### src/core/gpb_pkg.sv
// Constants, register map and state layout of the general-purpose pin block.
// Assumes one always-running clock; all values here are shared by design and bench.
package gpb_pkg;
	localparam int NPORT = 5;
	localparam int NBIT = 8;
	localparam int NPIN = NPORT * NBIT;
	// Pin positions that exist; 15 pins over five ports
	localparam logic [39:0] PIN_PRESENT = 40'h03_03_07_1F_07;
	// Address: [6:4] port, [3:0] register word
	localparam logic [3:0] OFS_DOUT = 4'h0;
	localparam logic [3:0] OFS_PIN = 4'h1;
	localparam logic [3:0] OFS_DMODE = 4'h2;
	localparam logic [3:0] OFS_BUFCFG = 4'h3;
	localparam logic [3:0] OFS_ALTSEL = 4'h4;
	localparam logic [3:0] OFS_INTEN = 4'h5;
	localparam logic [3:0] OFS_INTEDGE = 4'h6;
	localparam logic [3:0] OFS_INTSTAT = 4'h7;
	localparam logic [3:0] OFS_HOLD = 4'h8;
	// BUFCFG field positions (low bit of each byte field)
	localparam int BUF_IN_EN_LSB = 0;
	localparam int BUF_OUT_EN_LSB = 8;
	localparam int BUF_LVTTL_LSB = 16;
	localparam int BUF_SLOW_LSB = 24;
	localparam int HOLD_BIT = 0;
	// Drive modes
	localparam logic [2:0] DRV_INPUT = 3'h0;
	localparam logic [2:0] DRV_WUP_SDN = 3'h1;
	localparam logic [2:0] DRV_SUP_WDN = 3'h2;
	localparam logic [2:0] DRV_OD_LOW = 3'h3;
	localparam logic [2:0] DRV_OD_HIGH = 3'h4;
	localparam logic [2:0] DRV_STRONG = 3'h5;
	localparam logic [2:0] DRV_WEAK = 3'h6;
	// Source select
	localparam logic [1:0] SEL_GPIO = 2'h0;
	localparam logic [1:0] SEL_FIX_A = 2'h1;
	localparam logic [1:0] SEL_FIX_B = 2'h2;
	// Interrupt edge select
	localparam logic [1:0] EDGE_NONE = 2'h0;
	localparam logic [1:0] EDGE_RISE = 2'h1;
	localparam logic [1:0] EDGE_FALL = 2'h2;
	localparam logic [1:0] EDGE_BOTH = 2'h3;
	localparam logic [31:0] RST_REG = 32'h0000_0000;

	typedef struct packed {
		logic [4:0][7:0] dout;
		logic [4:0][7:0][2:0] dmode;
		logic [4:0][7:0] in_en;
		logic [4:0][7:0] out_en;
		logic [4:0][7:0] lvttl;
		logic [4:0][7:0] slow;
		logic [4:0][7:0][1:0] alt;
		logic [4:0][7:0] ien;
		logic [4:0][7:0][1:0] iedge;
		logic [4:0][7:0] ista;
		logic [4:0][7:0] pin;
		logic hold;
		logic [31:0] rdata;
		logic [4:0][7:0] pad_out;
		logic [4:0][7:0] pad_oe;
		logic [4:0][7:0] pad_pu;
		logic [4:0][7:0] pad_pd;
		logic [4:0][7:0] pad_ie;
		logic [4:0][7:0] pad_lvttl;
		logic [4:0][7:0] pad_slow;
		logic [4:0][7:0] fa_in;
		logic [4:0][7:0] fb_in;
		logic [4:0] irq;
	} gpb_state_type;
endpackage

### src/core/gpb_port_block.sv
// General-purpose pin block: five 8-bit ports, drive modes, source select, pin interrupts.
// Assumes pad inputs synchronous to core_clk_i and a pad cell that resolves oe/pu/pd.
// Overview of operation
// Fifteen pins exist; serial and debug pins are usable as general pins.
// Seven drive modes per pin, from input only to weak/weak.
// Per-pin threshold select, CMOS or LVTTL.
// Separate input and output buffer enables on top of the drive mode.
// Hold freezes each pin's output state and configuration.
// Per-pin slew-rate select, slow option for noise.
// Ports of eight bit positions; per-port registers, one bit or field per pin.
// During reset all pin buffers are disabled.
// Per-pin select chooses general output or a peripheral as pin source.
// Peripheral signals reach only their own fixed pin positions.
// Output-data register drives pins; read-only pin-state register returns levels.
// Pin raises events only while its interrupt is enabled.
// One interrupt request line per port, five in all.
// Hold and pin interrupt detection work on the sleep clock alone; here both run on core_clk_i only.
// Trigger select: rising, falling or both edges.
// Pending flag sticks until written one; request high while enabled flag set.
//
// The implementer's own choices: strobed register access and the address map.
`timescale 1ns/1ps
`default_nettype none
module gpb_port_block
	import gpb_pkg::*;
(
	input wire logic core_clk_i,
	input wire logic rst_b_i,
	input wire logic [7:0] addr_i,
	input wire logic [31:0] wdata_i,
	input wire logic wr_i,
	input wire logic rd_i,
	output logic [31:0] rdata_o,
	input wire logic [39:0] pad_in_i,
	output logic [39:0] pad_out_o,
	output logic [39:0] pad_oe_o,
	output logic [39:0] pad_pu_o,
	output logic [39:0] pad_pd_o,
	output logic [39:0] pad_ie_o,
	output logic [39:0] pad_lvttl_o,
	output logic [39:0] pad_slow_o,
	input wire logic [39:0] fa_out_i,
	input wire logic [39:0] fa_oe_i,
	input wire logic [39:0] fb_out_i,
	input wire logic [39:0] fb_oe_i,
	output logic [39:0] fa_in_o,
	output logic [39:0] fb_in_o,
	output logic [4:0] irq_o
);

	// Returns {strong drive, weak pull-up, weak pull-down} for a mode and data bit
	function automatic logic [2:0] drive(input logic [2:0] mode, input logic d);
		logic [2:0] r;
		r = 3'h0;
		case (mode)
			DRV_INPUT: r = 3'h0;
			DRV_WUP_SDN: r = {~d, d, 1'b0};
			DRV_SUP_WDN: r = {d, 1'b0, ~d};
			DRV_OD_LOW: r = {~d, 2'b00};
			DRV_OD_HIGH: r = {d, 2'b00};
			DRV_STRONG: r = 3'h4;
			DRV_WEAK: r = {1'b0, d, ~d};
			default: r = 3'h0;
		endcase
		return r;
	endfunction

	gpb_state_type s_q;
	gpb_state_type s_d;
	logic [4:0][7:0] pin_now;
	logic [4:0][7:0] ev;
	logic [4:0][7:0] clr;
	logic [4:0][7:0] present;
	logic [2:0] port_sel;
	logic [3:0] reg_sel;
	logic hit;
	logic d_bit;
	logic oe_req;
	logic [2:0] drv;

	always_comb begin
		s_d = s_q;
		s_d.rdata = RST_REG[31:0];
		present = PIN_PRESENT;
		port_sel = addr_i[6:4];
		reg_sel = addr_i[3:0];
		hit = (addr_i[7] == 1'b0) && (int'(port_sel) < NPORT);
		clr = '0;
		ev = '0;
		d_bit = 1'b0;
		oe_req = 1'b0;
		drv = 3'h0;
		// Disabled input buffer reads low, so no floating level leaks in
		pin_now = pad_in_i & s_q.pad_ie;
		s_d.pin = pin_now;
		for (int p = 0; p < NPORT; p++) begin
			for (int b = 0; b < NBIT; b++) begin
				case (s_q.iedge[p][b])
					EDGE_RISE: ev[p][b] = pin_now[p][b] & ~s_q.pin[p][b];
					EDGE_FALL: ev[p][b] = ~pin_now[p][b] & s_q.pin[p][b];
					EDGE_BOTH: ev[p][b] = pin_now[p][b] ^ s_q.pin[p][b];
					default: ev[p][b] = 1'b0;
				endcase
			end
		end
		ev = ev & s_q.ien & present;
		if (wr_i && hit) begin
			case (reg_sel)
				OFS_DOUT: s_d.dout[port_sel] = wdata_i[7:0] & present[port_sel];
				OFS_DMODE: s_d.dmode[port_sel] = wdata_i[23:0];
				OFS_BUFCFG: begin
					s_d.in_en[port_sel] = wdata_i[BUF_IN_EN_LSB +: 8] & present[port_sel];
					s_d.out_en[port_sel] = wdata_i[BUF_OUT_EN_LSB +: 8] & present[port_sel];
					s_d.lvttl[port_sel] = wdata_i[BUF_LVTTL_LSB +: 8];
					s_d.slow[port_sel] = wdata_i[BUF_SLOW_LSB +: 8];
				end
				OFS_ALTSEL: s_d.alt[port_sel] = wdata_i[15:0];
				OFS_INTEN: s_d.ien[port_sel] = wdata_i[7:0] & present[port_sel];
				OFS_INTEDGE: s_d.iedge[port_sel] = wdata_i[15:0];
				OFS_INTSTAT: clr[port_sel] = wdata_i[7:0];
				OFS_HOLD: s_d.hold = wdata_i[HOLD_BIT];
				default: s_d.hold = s_q.hold;
			endcase
		end
		// New event beats a same-cycle clear
		s_d.ista = (s_q.ista & ~clr) | ev;
		if (rd_i && hit) begin
			case (reg_sel)
				OFS_DOUT: s_d.rdata = {24'h00_0000, s_q.dout[port_sel]};
				OFS_PIN: s_d.rdata = {24'h00_0000, s_q.pin[port_sel]};
				OFS_DMODE: s_d.rdata = {8'h00, s_q.dmode[port_sel]};
				OFS_BUFCFG: s_d.rdata = {s_q.slow[port_sel], s_q.lvttl[port_sel],
					s_q.out_en[port_sel], s_q.in_en[port_sel]};
				OFS_ALTSEL: s_d.rdata = {16'h0000, s_q.alt[port_sel]};
				OFS_INTEN: s_d.rdata = {24'h00_0000, s_q.ien[port_sel]};
				OFS_INTEDGE: s_d.rdata = {16'h0000, s_q.iedge[port_sel]};
				OFS_INTSTAT: s_d.rdata = {24'h00_0000, s_q.ista[port_sel]};
				OFS_HOLD: s_d.rdata = {31'h0000_0000, s_q.hold};
				default: s_d.rdata = RST_REG[31:0];
			endcase
		end
		for (int p = 0; p < NPORT; p++) begin
			s_d.irq[p] = |(s_d.ista[p] & s_d.ien[p]);
		end
		// Peripheral inputs follow the pin only when that source owns it
		for (int p = 0; p < NPORT; p++) begin
			for (int b = 0; b < NBIT; b++) begin
				s_d.fa_in[p][b] = pin_now[p][b] & (s_q.alt[p][b] == SEL_FIX_A);
				s_d.fb_in[p][b] = pin_now[p][b] & (s_q.alt[p][b] == SEL_FIX_B);
			end
		end
		// Pad controls frozen under hold; edge detection above keeps running
		if (!s_q.hold) begin
			for (int p = 0; p < NPORT; p++) begin
				for (int b = 0; b < NBIT; b++) begin
					case (s_q.alt[p][b])
						SEL_FIX_A: begin
							d_bit = fa_out_i[p * NBIT + b];
							oe_req = fa_oe_i[p * NBIT + b];
						end
						SEL_FIX_B: begin
							d_bit = fb_out_i[p * NBIT + b];
							oe_req = fb_oe_i[p * NBIT + b];
						end
						default: begin
							d_bit = s_q.dout[p][b];
							oe_req = 1'b1;
						end
					endcase
					drv = drive(s_q.dmode[p][b], d_bit);
					s_d.pad_out[p][b] = d_bit;
					s_d.pad_oe[p][b] = drv[2] & oe_req & s_q.out_en[p][b];
					s_d.pad_pu[p][b] = drv[1] & s_q.out_en[p][b];
					s_d.pad_pd[p][b] = drv[0] & s_q.out_en[p][b];
					s_d.pad_ie[p][b] = s_q.in_en[p][b];
					s_d.pad_lvttl[p][b] = s_q.lvttl[p][b];
					s_d.pad_slow[p][b] = s_q.slow[p][b];
				end
			end
			// Absent positions never drive or load, whatever software writes
			s_d.pad_oe = s_d.pad_oe & present;
			s_d.pad_pu = s_d.pad_pu & present;
			s_d.pad_pd = s_d.pad_pd & present;
			s_d.pad_ie = s_d.pad_ie & present;
		end
	end

	// All-zero reset leaves every buffer disabled
	always_ff @(posedge core_clk_i or negedge rst_b_i) begin
		if (!rst_b_i) begin
			s_q <= '0;
		end else begin
			s_q <= s_d;
		end
	end

	assign rdata_o = s_q.rdata;
	assign pad_out_o = s_q.pad_out;
	assign pad_oe_o = s_q.pad_oe;
	assign pad_pu_o = s_q.pad_pu;
	assign pad_pd_o = s_q.pad_pd;
	assign pad_ie_o = s_q.pad_ie;
	assign pad_lvttl_o = s_q.pad_lvttl;
	assign pad_slow_o = s_q.pad_slow;
	assign fa_in_o = s_q.fa_in;
	assign fb_in_o = s_q.fb_in;
	assign irq_o = s_q.irq;

endmodule
`default_nettype wire
### config.mk
export PLATFORM = sky130hd
export DESIGN_NAME = gpb_port_block
export DESIGN_NICKNAME = d
export VERILOG_FILES = /design/src/core/gpb_pkg.sv /design/src/core/gpb_port_block.sv
export SDC_FILE = /design/constraint.sdc
export NUM_CORES = 1
export LEC_CHECK = 0
export CAP_MARGIN = 20
export CORE_ASPECT_RATIO = 1.25
export CORE_MARGIN = 2
export CORE_UTILIZATION = 55
export DETAILED_ROUTE_END_ITERATION = 16
export DONT_BUFFER_PORTS = 1
export GPL_ROUTABILITY_DRIVEN = 0
export GPL_TIMING_DRIVEN = 0
export MAX_ROUTING_LAYER = met4
export PLACE_DENSITY = 0.77
export SYNTH_ARGS = -nofsm -noshare
export SYNTH_HDL_FRONTEND = slang
export SYNTH_SLANG_ARGS = --single-unit
export TNS_END_PERCENT = 30
### constraint.sdc
create_clock -name core_clk_i -period 4.82 [get_ports core_clk_i]
set_input_delay 0.964 -clock core_clk_i [delete_from_list [all_inputs] [get_ports core_clk_i]]
set_output_delay 0.964 -clock core_clk_i [all_outputs]
set_load 0.02 [all_outputs]
# Word level (Yosys, flattened, before mapping)
# Memory sizes are Yosys's and may differ from the RTL's.
# Cells that the tools add are included.
dict set report totals {
  reg_bits 898
  romBits 64
  input_bits 244
  output_inout_bits 397
  word_cells 1041
  n_memories 1
}
# memory depth width rd rd_clocked_by_memory_dff wr line_no
set memory_table {}
lappend memory_table {{(name not given)} 8 8 1 0 0 gpb_port_block.sv:118} ;# OFS_INTEN: s_d.ien[port_sel] = wdata_i[7:0] & present[port_sel];
dict set report classes {
  n_lt_le_gt_ge 3
  eq_ne 280
  mux 194
  bitwise 339
  reduce_logical 16
}
# operator count
set op_table {}
lappend op_table {{$pmux W32 S9} 1}
lappend op_table {{$pmux W3 S6} 15}
lappend op_table {{$bwmux W40} 6}
lappend op_table {{$eq A2 B2 Y1 const B} 108}
lappend op_table {{$and A1 B1 Y1} 208}
lappend op_table {{$bmux W8 S3} 8}
lappend op_table {{$bwmux W80} 2}
lappend op_table {{$eq A2 B1 Y1 const B} 74}
lappend op_table {{$eq A3 B3 Y1 const B} 45}
lappend op_table {{$bwmux W120} 1}
lappend op_table {{$mux W120} 1}
lappend op_table {{$mux W40} 3}
lappend op_table {{$pmux W1 S2} 55}
lappend op_table {{$pmux W1 S3} 34}
lappend op_table {{$bmux W16 S3} 2}
lappend op_table {{$eq A3 B2 Y1 const B} 30}
lappend op_table {{$not A1 Y1} 84}
lappend op_table {{$and A40 B40 Y40} 2}
lappend op_table {{$mux W8} 10}
lappend op_table {{$mux W80} 1}
lappend op_table {{$bmux W24 S3} 1}
lappend op_table {{$demux W24 S3} 1}
lappend op_table {{$and A8 B8 Y8} 7}
lappend op_table {{$demux W16 S3} 1}
lappend op_table {{23 further kinds} 132}

# Longest topological paths before layout
dict set report logic_depth {
  word_depth 12
  mapped_depth 10
  ltp_nobuf 9
}

# Least setup slack after synthesis
# No wires, ideal clock.
dict set report synth_timing {
  kind {input to register}
  startpoint {in addr_i[5]}
  endpoint {reg s_q, in the netlist rdata_o[24]}
  setup_ns 0.129
  t_arrival_ns 2.581
  t_required_ns 4.691
  path_slack_ns 2.110
  cell_stages 8
  n_path_buf 5
  cell_sequence {buf_4 buf_2 buf_2 buf_2 clkbuf_1 mux4_2 a22oi_1 nor2_1}
}
# item line_no
set synth_lines {}
lappend synth_lines {{start, declared} gpb_port_block.sv:29} ;# input wire logic [7:0] addr_i,
lappend synth_lines {{end signal, assigned} gpb_port_block.sv:191} ;# s_q <= '0;
lappend synth_lines {{end signal, assigned} gpb_port_block.sv:193} ;# s_q <= s_d;
lappend synth_lines {{end, declared} gpb_port_block.sv:68} ;# gpb_state_type s_q;

==> run summary <==
The flow ran to the end, but the final reports show violations. The final reports fail on slew limit. For the detailed-router iteration count before antenna repair, the log shows 6. The class of the worst hold path is in -> async. Counting every sink on the clock net gives 778. After layout, the minimum clock period comes to 4.21 ns.

The count of nets left with antenna violations once routing finished came out at 0. The first global-routing pass estimated 188000 um of wire. In this run the power spent charging and discharging nets is 3.81 mW. The share of synthesized registers carrying an async set or reset was 1.00; the total via count in the routed design was 28794. Dividing total power by cell area gives a power density of 339 nW/um2. The initial antenna violation count is 6.

The maximum achievable frequency is 238 MHz, and the signal arrival time at the worst endpoint is 4.60 ns. Endpoint of the most critical register-to-register path: pad_out_o[7]$_DFFE_PN0N_. Buffer and inverter count on the worst path: 5. For this block, the initial DRC count from the detailed router was 3286. The switching part of the total came out at 0.255.

In this run the mean area of a mapped cell was 11.4 um2. The number of gates resized after CTS was 0. The instance area at placement was 41200 um2; the internal power summed over all cells was 11.1 mW. The tools report the final count of pins violating max slew as 688. The sequential fraction of the synthesis area was 0.494; the total of buffers placed on input and output ports was 0. The total area inside the core boundary comes to 70900 um2. The run gives 0 as the reported max-cap violation count. TritonCTS built the clock tree.

The clock transition at the registers of the reported paths came out at 0.06 ns. The run gives 0.458 as the register share of total power. For flop-to-flop paths, the worst setup slack is 1.65 ns. In this run the cell area of the synthesized design comes to 39400 um2. The number of setup buffers added after CTS was 0. For the worst-skew pair, the clock arrives at the later sink with an insertion delay of 0.69 ns. At the pin with the least slew margin, the transition time is 3.28 ns.

The via density per instance is 6.13. For the headroom to the max-slew limit, the log shows -1.19. Counting the buffers created by CTS gives 80. The tools report the aggregate negative setup slack as 0 ns.

The yosys synthesis warning count was 0. The tools report the required arrival time at the worst endpoint as 5.21 ns. In the final routed layout, each cell accounts on average for 27.8 um.

The share of the clock period used by the worst path after layout works out to 0.873. Endpoint type of the worst setup path: a flop. Detailed routing placed a total of 61000 um of wire on met2.

The number of different library cells used by synthesis comes to 76. The highest cell delay on the worst timing path works out to 0.74 ns. The initial core utilization was 0.556; the number of design rule violations left after detail routing was 0.

Setup repair after global routing left no endpoint under its margin. The finished layout holds 4699 standard cells, fillers aside. The net count of the finished layout is 4038. The number of enable-type register cells in the synthesized netlist is 0, and the area of the die is 73900 um2. Once placement completed, the tool counted placed cells totaling 4543.

The logs give 0.0393 ns for the clock skew after layout and 0 for the number of hold violations in the final report. The share of post-route cells with drive strength above 1 came out at 0.292. The area of all placed cells without fillers came out at 44100 um2. For the post-route met1 wirelength, the log shows 45000 um. On the critical path the largest part of the delay comes from buffers and inverters. Hold repair after CTS inserted 0 buffers. Startpoint type of the worst setup path: an input pin.

The run gives 0.622 as the utilization after layout. The die is 303 um tall. The register bit total from synthesis works out to 778. Entering global routing, the biggest net connects 779 pins. Counting along the longest clock path gives a buffer depth of 3. In this run the horizontal extent of the chip is 244 um. The post-synthesis to final-layout area growth is 11.9%, and the reported leakage power is 21.5 nW. Overall global routing resource usage: 0.360. The power share of the combinational group was 0.089.

The signal on the critical path passes through buf_4, buf_2, buf_2, clkbuf_1, clkbuf_1, o21ai_0, a31oi_1, a41oi_1. For this design the top-level I/O count stands at 641. For the row count, the log shows 109. Beginning of the worst register-to-register path: s_q[397]$_DFFE_PN0P_. The via count of the first global-routing pass is 28056, and the half-perimeter wire length after detailed placement is 94400 um. Largest driver fanout on the critical path: 10. In this run the top signal layer used is met4. Share of power burned in the clock network: 0.453.

Routed length on met3: 14200 um. The detailed-route wire length was 131000 um; the number of H-tree levels was 3. The run gives 3447 as the synthesized instance count. On the critical path, the stage with the largest delay is an instance of sky130_fd_sc_hd__clkbuf_1. The type of the worst setup path is in -> reg. The logs give 0 for the total congestion overflow and 0 for the final count of negative-setup-slack endpoints. For the worst flop-to-flop path, the logic depth is 5. The tools report the worst supply voltage drop on vdd as 0.330 mV. In the synthesized netlist the dominant register cell turns out to be sky130_fd_sc_hd__dfrtp_1. CTS root buffer: sky130_fd_sc_hd__clkbuf_16.
==> per-layer routing <==
metal  vias to the layer above  GRT usage
met2                      1839      0.561
met3                       533      0.111
li1                      12089          -
met4                         0      0.242
met5                         -          -
met1                     14333      0.402
==> stage by stage <==
step                setup WS, ns  hold WS [ns]  power [mW]
finish                     0.613        0.0699        15.0
global route               0.901        0.0269        15.3
CTS                         1.16        0.0404        14.9
detailed placement         0.509         0.468        8.25
global placement           0.572         0.463        8.22
floorplan                   2.11         0.448        7.82
==> power by group through the flow <==
stage	Combinational (mW)	Clock (mW)	Sequential (mW)
3_3_place_gp	1.27	0	6.95
5_1_grt	1.38	7.07	6.86
2_1_floorplan	0.921	0	6.90
6_report	1.33	6.77	6.85
4_1_cts	1.30	6.79	6.84
3_5_place_dp	1.29	0	6.96
==> final cells by class <==
class | count | area (um2)
Multi-Input combinational cell | 2104 | 16200
Fill cell | 5657 | 26800
Sequential cell | 778 | 19500
Clock inverter | 35 | 494
Clock buffer | 113 | 2360
Inverter | 129 | 484
Tap cell | 943 | 1180
Timing Repair Buffer | 6 | 63.8
Buffer | 585 | 3830
Antenna cell | 6 | 15.0
==> worst max-delay path by stage <==
| stage | slack (ns) | to | cells past startpoint | from |
|---|---|---|---|---|
| after floorplan | 2.11 | rdata_o[24]$_DFF_PN0_ | 8 | addr_i[5] |
| after global placement | 0.57 | rdata_o[4]$_DFF_PN0_ | 8 | addr_i[5] |
| after detailed placement | 0.51 | rdata_o[4]$_DFF_PN0_ | 8 | addr_i[5] |
| after CTS | 1.16 | rdata_o[4]$_DFF_PN0_ | 8 | addr_i[5] |
| after global routing | 0.90 | rdata_o[4]$_DFF_PN0_ | 8 | addr_i[5] |
| final | 0.61 | rdata_o[4]$_DFF_PN0_ | 8 | addr_i[5] |
==> synthesized netlist by cell type, types with 5 or more instances <==
cell type / n / area [um2]
sky130_fd_sc_hd__a31oi_1: 15 / 93.8
sky130_fd_sc_hd__o21a_1: 18 / 135
sky130_fd_sc_hd__mux2i_1: 90 / 901
sky130_fd_sc_hd__mux4_2: 61 / 1370
sky130_fd_sc_hd__nand2b_1: 11 / 68.8
sky130_fd_sc_hd__clkbuf_1: 107 / 402
sky130_fd_sc_hd__o22a_1: 13 / 114
sky130_fd_sc_hd__inv_1: 129 / 484
sky130_fd_sc_hd__nand2_1: 291 / 1090
sky130_fd_sc_hd__nand3_1: 39 / 195
sky130_fd_sc_hd__buf_4: 409 / 3070
sky130_fd_sc_hd__ha_1: 110 / 1380
sky130_fd_sc_hd__nor3_1: 25 / 125
sky130_fd_sc_hd__a21boi_0: 23 / 173
sky130_fd_sc_hd__buf_6: 7 / 78.8
sky130_fd_sc_hd__nand3b_1: 8 / 60.1
sky130_fd_sc_hd__dfrtp_1: 778 / 19500
sky130_fd_sc_hd__mux2_2: 413 / 4650
sky130_fd_sc_hd__a22oi_1: 102 / 766
sky130_fd_sc_hd__buf_1: 22 / 82.6
sky130_fd_sc_hd__a221o_1: 18 / 180
sky130_fd_sc_hd__and2_1: 59 / 369
sky130_fd_sc_hd__and3_1: 41 / 257
sky130_fd_sc_hd__a32o_1: 30 / 300
sky130_fd_sc_hd__a22o_1: 10 / 87.6
sky130_fd_sc_hd__nor2_1: 84 / 315
sky130_fd_sc_hd__nand2_2: 7 / 43.8
sky130_fd_sc_hd__a21o_1: 5 / 37.5
sky130_fd_sc_hd__a221oi_1: 6 / 52.6
sky130_fd_sc_hd__a21oi_1: 76 / 380
sky130_fd_sc_hd__buf_2: 40 / 200
sky130_fd_sc_hd__o22ai_1: 24 / 150
sky130_fd_sc_hd__o21ai_0: 219 / 1100
sky130_fd_sc_hd__nor2b_1: 54 / 338
sky130_fd_sc_hd__o31ai_1: 31 / 233
==> sequential cells by signal, indices dropped and copies added, names as in the netlist <==
name / cells
fa_in_o: 15
fb_in_o: 15
irq_o: 5
pad_ie_o: 15
pad_lvttl_o: 40
pad_oe_o: 15
pad_out_o: 40
pad_pd_o: 15
pad_pu_o: 15
pad_slow_o: 40
rdata_o: 32
s_q: 531
==> cells in the final DEF (no fill, tap or decap), drive strengths merged, types with 30 or more instances in the layout <==
cell	instances
mux2i	90
ha	110
nor2b	54
mux2	415
clkbuf	220
a32o	30
nand3	39
mux4	61
o21ai	220
and3	41
buf	483
o31ai	31
a22oi	103
nand2	298
a21oi	76
nor2	87
dfrtp	778
inv	134
conb	150
and2	59
==> cells by family after synthesis <==
family / share of synthesized area
buffers and inverters: 0.109
flip-flops: 0.494
multiplexers: 0.176
AND/OR/NAND/NOR: 0.0809
other: 0.0000951
adder cells (fa/ha/maj): 0.0349
AO/OA/AOI/OAI: 0.105
Note: power is estimated with default switching activity, not from simulation.
